`src/rtl/pprl_regs.vh`:
```
// Constants for the port pin readback block: bank addresses, widths, resets.
// Assumes inclusion by bare name from the rtl/ design files.
`ifndef PPRL_REGS_VH
`define PPRL_REGS_VH

// Register address within a bank
`define PPRL_PORT_ADDR       1'b0
// Bank select value that reaches the direction register
`define PPRL_BANK_DIR        1'b1
// Bank select value that reaches the port data register
`define PPRL_BANK_DATA       1'b0
// Port width
`define PPRL_WIDTH           8
// Reset value of the direction register: all inputs
`define PPRL_DIR_RESET       8'hff
// Reset value of the output latch
`define PPRL_LATCH_RESET     8'h00
// Reset value of the analog configuration: all digital
`define PPRL_ANALOG_RESET    8'h00
// Index of the open-drain pin
`define PPRL_OD_PIN          4
// Access command codes
`define PPRL_OP_NONE         2'h0
`define PPRL_OP_WRITE        2'h1
`define PPRL_OP_BSET         2'h2
`define PPRL_OP_BCLR         2'h3

`endif

```
`src/rtl/pprl_pin_cell.v`:
```
// One port pin: input sampling, analog gating and output driver control.
// Assumes pin input synchronous to clk; pad resolves wire from out/oe.
`timescale 1ns/1ps
`include "pprl_regs.vh"

module pprl_pin_cell #(
  parameter OPEN_DRAIN = 0
) (
  input  wire clk,
  input  wire reset_n,
  input  wire pin_in,
  input  wire latch_bit,
  input  wire dir_bit,
  input  wire analog_bit,
  output reg  sample_bit,
  output reg  pin_out,
  output reg  pin_oe
);

  // Sample pin level; analog pins read zero, buffer disabled
  always @(posedge clk or negedge reset_n) begin
    if (!reset_n) begin
      sample_bit <= 1'b0;
    end else begin
      sample_bit <= pin_in & ~analog_bit;
    end
  end

  // Driver: direction zero drives latch; open-drain only pulls low
  always @(posedge clk or negedge reset_n) begin
    if (!reset_n) begin
      pin_out <= 1'b0;
      pin_oe  <= 1'b0;
    end else if (OPEN_DRAIN != 0) begin
      pin_out <= 1'b0;
      pin_oe  <= ~dir_bit & ~latch_bit;
    end else begin
      pin_out <= latch_bit;
      pin_oe  <= ~dir_bit;
    end
  end

endmodule // pprl_pin_cell

```
`src/rtl/pprl_port.v`:
```
// General purpose port: output latch, direction register, pin readback.
// Bit operations on the latch start from the sampled pins, as a read does.
// Assumes one access command per cycle from the core, synchronous pins.
// Assumes the pad resolves each pin from pin_out and pin_oe.
// Assumes the open-drain pin has a pull-up on the board.
// Assumes bit_index stays below WIDTH.
`timescale 1ns/1ps
`include "pprl_regs.vh"

// Contract
// - Port read returns sampled pin levels
// - Output pin held low reads zero
// - Open-drain pin drives low or floats
// - Analog pins read zero, buffer disabled
// - Analog pin may still drive as output
// - Bit operations write sampled pins into latch
// - Bit set rewrites other bits from pins
// - Direction reached only with bank select set
// - Direction one floats, zero drives latch
// - Write at cycle end, read sampled earlier
// - Latch holds until software writes again
module pprl_port #(
  parameter WIDTH = `PPRL_WIDTH,
  parameter OD_PIN = `PPRL_OD_PIN
) (
  input  wire                     clk,
  input  wire                     reset_n,
  input  wire [1:0]               op,
  input  wire                     bank_select_bit,
  input  wire [WIDTH-1:0]         wr_data,
  input  wire [2:0]               bit_index,
  input  wire                     rd_en,
  input  wire [WIDTH-1:0]         analog_pin_config,
  input  wire [WIDTH-1:0]         pin_in,
  output reg  [WIDTH-1:0]         rd_data,
  output reg                      rd_valid,
  output wire [WIDTH-1:0]         pin_out,
  output wire [WIDTH-1:0]         pin_oe
);

  // Reset images sized to the port
  localparam [WIDTH-1:0] LATCH_INIT = `PPRL_LATCH_RESET;
  localparam [WIDTH-1:0] DIR_INIT   = `PPRL_DIR_RESET;
  localparam [WIDTH-1:0] ZERO       = {WIDTH{1'b0}};

  // Output latch and direction register
  reg  [WIDTH-1:0] latch_reg;
  reg  [WIDTH-1:0] latch_next;
  reg  [WIDTH-1:0] direction_reg;
  reg  [WIDTH-1:0] direction_next;
  // Next read result and strobe
  reg  [WIDTH-1:0] rd_data_next;
  reg              rd_valid_next;
  // Base of a bit operation on the latch
  reg  [WIDTH-1:0] rmw_base;

  // Pin levels sampled by the pin cells
  wire [WIDTH-1:0] sample;

  // Access decode
  wire             hit_data;
  wire             hit_dir;
  wire             latch_touch;
  wire             direction_touch;
  wire             rd_from_dir;
  wire             rd_from_pins;
  wire [WIDTH-1:0] target_mask;

  // One-hot mask of the targeted bit
  function [WIDTH-1:0] pprl_bit_mask;
    input [2:0] idx;
    begin
      pprl_bit_mask = {{(WIDTH-1){1'b0}}, 1'b1} << idx;
    end
  endfunction

  // True when the bank select reaches the wanted register
  function pprl_bank_hit;
    input sel;
    input want;
    begin
      pprl_bank_hit = (sel == want);
    end
  endfunction

  // True when the command changes a register
  function pprl_cmd_active;
    input [1:0] code;
    begin
      pprl_cmd_active = (code != `PPRL_OP_NONE);
    end
  endfunction

  // One command applied to a register image; base feeds bit operations
  function [WIDTH-1:0] pprl_apply_op;
    input [1:0]       code;
    input [WIDTH-1:0] held;
    input [WIDTH-1:0] base;
    input [WIDTH-1:0] data;
    input [WIDTH-1:0] mask;
    begin
      case (code)
        `PPRL_OP_WRITE: begin
          pprl_apply_op = data;
        end
        `PPRL_OP_BSET: begin
          pprl_apply_op = base | mask;
        end
        `PPRL_OP_BCLR: begin
          pprl_apply_op = base & ~mask;
        end
        default: begin
          pprl_apply_op = held;
        end
      endcase
    end
  endfunction

  // Bank and command decode shared by both registers and the readback
  assign hit_dir         = pprl_bank_hit(bank_select_bit, `PPRL_BANK_DIR);
  assign hit_data        = pprl_bank_hit(bank_select_bit, `PPRL_BANK_DATA);
  assign latch_touch     = hit_data && pprl_cmd_active(op);
  assign direction_touch = hit_dir && pprl_cmd_active(op);
  assign rd_from_dir     = rd_en && hit_dir;
  assign rd_from_pins    = rd_en && hit_data;
  // Mask of the bit that a bit operation targets
  assign target_mask     = pprl_bit_mask(bit_index);

  // Per-pin sampling and drivers
  genvar gi;
  generate
    for (gi = 0; gi < WIDTH; gi = gi + 1) begin : g_pin
      // Open-drain stage only on the chosen pin
      pprl_pin_cell #(
        .OPEN_DRAIN (gi == OD_PIN)
      ) u_cell (
        .clk        (clk),
        .reset_n    (reset_n),
        .pin_in     (pin_in[gi]),
        .latch_bit  (latch_reg[gi]),
        .dir_bit    (direction_reg[gi]),
        .analog_bit (analog_pin_config[gi]),
        .sample_bit (sample[gi]),
        .pin_out    (pin_out[gi]),
        .pin_oe     (pin_oe[gi])
      );
    end
  endgenerate

  // Bit operations on the latch start from the sampled pins
  always @* begin
    rmw_base = sample;
  end

  // Latch next state: data-bank commands only, else it holds
  always @* begin
    if (latch_touch) begin
      latch_next = pprl_apply_op(op, latch_reg, rmw_base,
                                 wr_data, target_mask);
    end else begin
      latch_next = latch_reg;
    end
  end

  // Direction next state: bit operations use the register itself
  always @* begin
    if (direction_touch) begin
      direction_next = pprl_apply_op(op, direction_reg, direction_reg,
                                     wr_data, target_mask);
    end else begin
      direction_next = direction_reg;
    end
  end

  // Latch written at the end of the access cycle
  always @(posedge clk or negedge reset_n) begin
    if (!reset_n) begin
      latch_reg <= LATCH_INIT;
    end else begin
      latch_reg <= latch_next;
    end
  end

  // Direction register, all inputs after reset
  always @(posedge clk or negedge reset_n) begin
    if (!reset_n) begin
      direction_reg <= DIR_INIT;
    end else begin
      direction_reg <= direction_next;
    end
  end

  // Read source: direction bank returns the register, data bank the pins
  always @* begin
    rd_valid_next = rd_en;
    if (rd_from_dir) begin
      rd_data_next = direction_reg;
    end else if (rd_from_pins) begin
      rd_data_next = sample;
    end else begin
      rd_data_next = rd_data;
    end
  end

  // Read data, held between reads
  always @(posedge clk or negedge reset_n) begin
    if (!reset_n) begin
      rd_data <= ZERO;
    end else begin
      rd_data <= rd_data_next;
    end
  end

  // One-cycle read strobe
  always @(posedge clk or negedge reset_n) begin
    if (!reset_n) begin
      rd_valid <= 1'b0;
    end else begin
      rd_valid <= rd_valid_next;
    end
  end

endmodule // pprl_port

```
`config.mk`:
```
export PLATFORM = sky130hd
export DESIGN_NAME = pprl_port
export DESIGN_NICKNAME = d
export VERILOG_FILES = /design/src/rtl/pprl_pin_cell.v /design/src/rtl/pprl_port.v
export VERILOG_INCLUDE_DIRS = /design/src /design/src/rtl
export SDC_FILE = /design/constraint.sdc
export NUM_CORES = 1
export LEC_CHECK = 0
export ABC_AREA = 1
export BUFFER_PORTS_ARGS = -buffer_cell sky130_fd_sc_hd__clkbuf_2
export CORE_UTILIZATION = 50
export CTS_CLUSTER_SIZE = 12
export DETAILED_ROUTE_END_ITERATION = 16
export GPL_TIMING_DRIVEN = 0
export HOLD_SLACK_MARGIN = 0.15
export PLACE_DENSITY = 0.78
export SLEW_MARGIN = 20
export SYNTH_ARGS = -nofsm -noshare
export SYNTH_HDL_FRONTEND = slang
export SYNTH_SLANG_ARGS = --single-unit
```
`constraint.sdc`:
```
create_clock -name clk -period 1.35 [get_ports clk]
set_clock_uncertainty 0.2 [all_clocks]
set_input_delay 0.2025 -clock clk [delete_from_list [all_inputs] [get_ports clk]]
set_output_delay 0.2025 -clock clk [all_outputs]
set_load 0.05 [all_outputs]
```
==> out/results.ini <==
[layout]
layout_common_cells = nand2_1 (58), inv_1 (52), nor2_1 (48)
nets = 402
drive_gt1_frac = 0.227
final_common_cell = nand2_1
fin_util = 0.730
antenna_cells = 0
layout.cells.non_filler = 422
syn_to_final_growth_pct = 36.9

[timing]
hold_viol_final = 0
rsz0062_at_grt = no
drv_slew = 0
fin_setup_tns_ns = 0
finalCritPeriodShare = 0.977
fmax_mhz = 758
relSlewSlack = 0.581
worst_pin_slew_ns = 0.629
hold_slack_ns = 0.162
fin_crit_ns = 1.32
final-setup-viol-count = 0

[synthesis]
synthArstFlopShare = 1.00
synth_edf_count = 0
synthesis.area_um2 = 2370
synth_top_area_cell = dfrtp_1
synth-seq-area-share = 0.511
synth_fp_nets = 332
synthFlopType = dfrtp_1
synth.distinct_cells = 21
ys_warn_count = 0
synth-seq-cells = 48
syn-mean-instance-area_um2 = 7.93
synth.top_cell.area_share = 0.422
syn_inst = 299
yosys-top-cells-area = dfrtp_1 (42%), nand2_1 (9.2%), dfstp_2 (8.9%)

[cts]
clockRootBuffer = clkbuf_8
htree_levels = 2
path_clk_slew_ns = 0.08
clock-sinks = 48
cts_setup_buffers = 0
cts_buffers = 5
clk_latency_ns = 0.30
clockBufferDepth = 2
cts_tree = built

[setup_path]
crit_required_ns = 0.95
crit_fanout = 2
slowest_stage = dfrtp_1
arrival_ns = 0.92
end_kind = primary output
path_cells = buf_2
path_buf_inv = 1
cp-startpoint = rd_data[6]
critical_path_class = reg2out
critical_path.top_delay_family = flip-flops
worstSetupStartpointType = register
slowest_delay_ns = 0.35
reg2reg_from = direction_reg[2]

[global_routing]
grt_use_total = 0.239
grt-busiest-layer = met2
use_met3 = 0.0356
grt_pass1_vias = 2037
grt_max_degree = 49
grt_pass1_wl_mm = 9.32
grtUsageMet1 = 0.320
antenna_found_initial = 0
grtUsageMet2 = 0.391
overflow = 0

[power_and_ir_drop]
power_frac_seq = 0.446
p_leak_nw = 1.75
pwr-share-clk = 0.231
swShare = 0.328
intPower_mw = 2.67
fin_total_pwr_mw = 3.97
powerDensity_nw_per_um2 = 1230
vdd_drop_max_v = 0.000816
p_sw_mw = 1.30
pwr-share-comb = 0.323

[route]
via_per_inst = 4.80
drt_pass1_iterations = 6
drc = 0
wl_mm = 5.35
drt_iter0_drc = 180
antenna_left = 0
vias = 2027
drt-wirelength-per-cell_um = 12.7

[floorplanning]
ios = 58
die_y_um = 70.8
die_x_um = 70.8
initial_utilization = 0.533
rows = 24
coreArea_um2 = 4440
dieArea_um2 = 5020

[placed_design]
dp_cells = 406
gp_congestion = 0.876
portBuffers = 55
dp_hpwl_mm = 3.59

[worst_hold_path]
worstHoldPathType = in2reg
holdCritStartpoint = rd_en

[status]
status = completed

[run]
maxCapViolCount = 0

-- layer usage --
layer	vias to the layer above	share of wire
li1	1020	-
met1	921	0.42
met2	74	0.51
met3	12	0.056
met4	0	0.019
met5	-	0
-- kinds of logic (layout without fill, tap and decap cells) --
group | Yosys count | count (layout) | synth area share
flops | 48 | 48 | 0.511
simple gates | 152 | 152 | 0.275
buf+inv | 78 | 149 | 0.164
other cells | 1 | 1 | 0.00158
compound gates | 20 | 20 | 0.0486
-- through the flow --
step	setup slack [ns]	cell area, um2
floorplan	0.139	2370
global placement	-0.110	2710
detailed placement	-0.117	2710
CTS	0.00488	3240
global route	0.00761	3240
finish	0.0305	3240
-- cells in the mapped netlist (2+ instances only) --
cell type  count
dfrtp_1       40
inv_1         52
nand3_1       36
buf_6          2
a21oi_1       18
nand2_1       58
nor2_1        48
dfstp_2        8
buf_4         17
or2_0          7
buf_2          3
-- layout make-up --
class	count	area (um2)
clock buffer	8	100
tap	52	65.1
fill	333	1200
multi-input combinational	173	769
sequential	48	1210
timing repair buffer	78	821
buffer	9	71.3
inverter	54	205
-- final timing paths --
kind	endpoint	slack, ns	depth (start not counted)
min in group asynchronous	g_pin[7].u_cell.sample_bit	0.29	2
worst max-delay path	rd_data[6]	0.03	1
worst min register to register	g_pin[0].u_cell.pin_out	0.17	0
max in group asynchronous	latch_reg[4]	0.25	2
worst min-delay path	rd_data[2]	0.16	4
worst max register to register	direction_reg[2]	0.16	6
-- power groups by stage --
stage | Sequential [mW] | Combinational, mW | Clock (mW)
5_1_grt | 1.80 | 1.37 | 0.986
3_3_place_gp | 1.76 | 1.03 | 0
2_1_floorplan | 1.86 | 0.683 | 0
3_5_place_dp | 1.77 | 1.06 | 0
6_report | 1.77 | 1.28 | 0.918
4_1_cts | 1.77 | 1.27 | 0.944
-- repair_timing --
action                                  in CTS  in global routing
gates resized for setup                     47                  9
endpoints found under the hold margin       63                  0
endpoints found under the setup margin      17                  6
hold buffers                                23                  0
pin swaps                                    0                  0
Power figures use the tool's default switching activity.
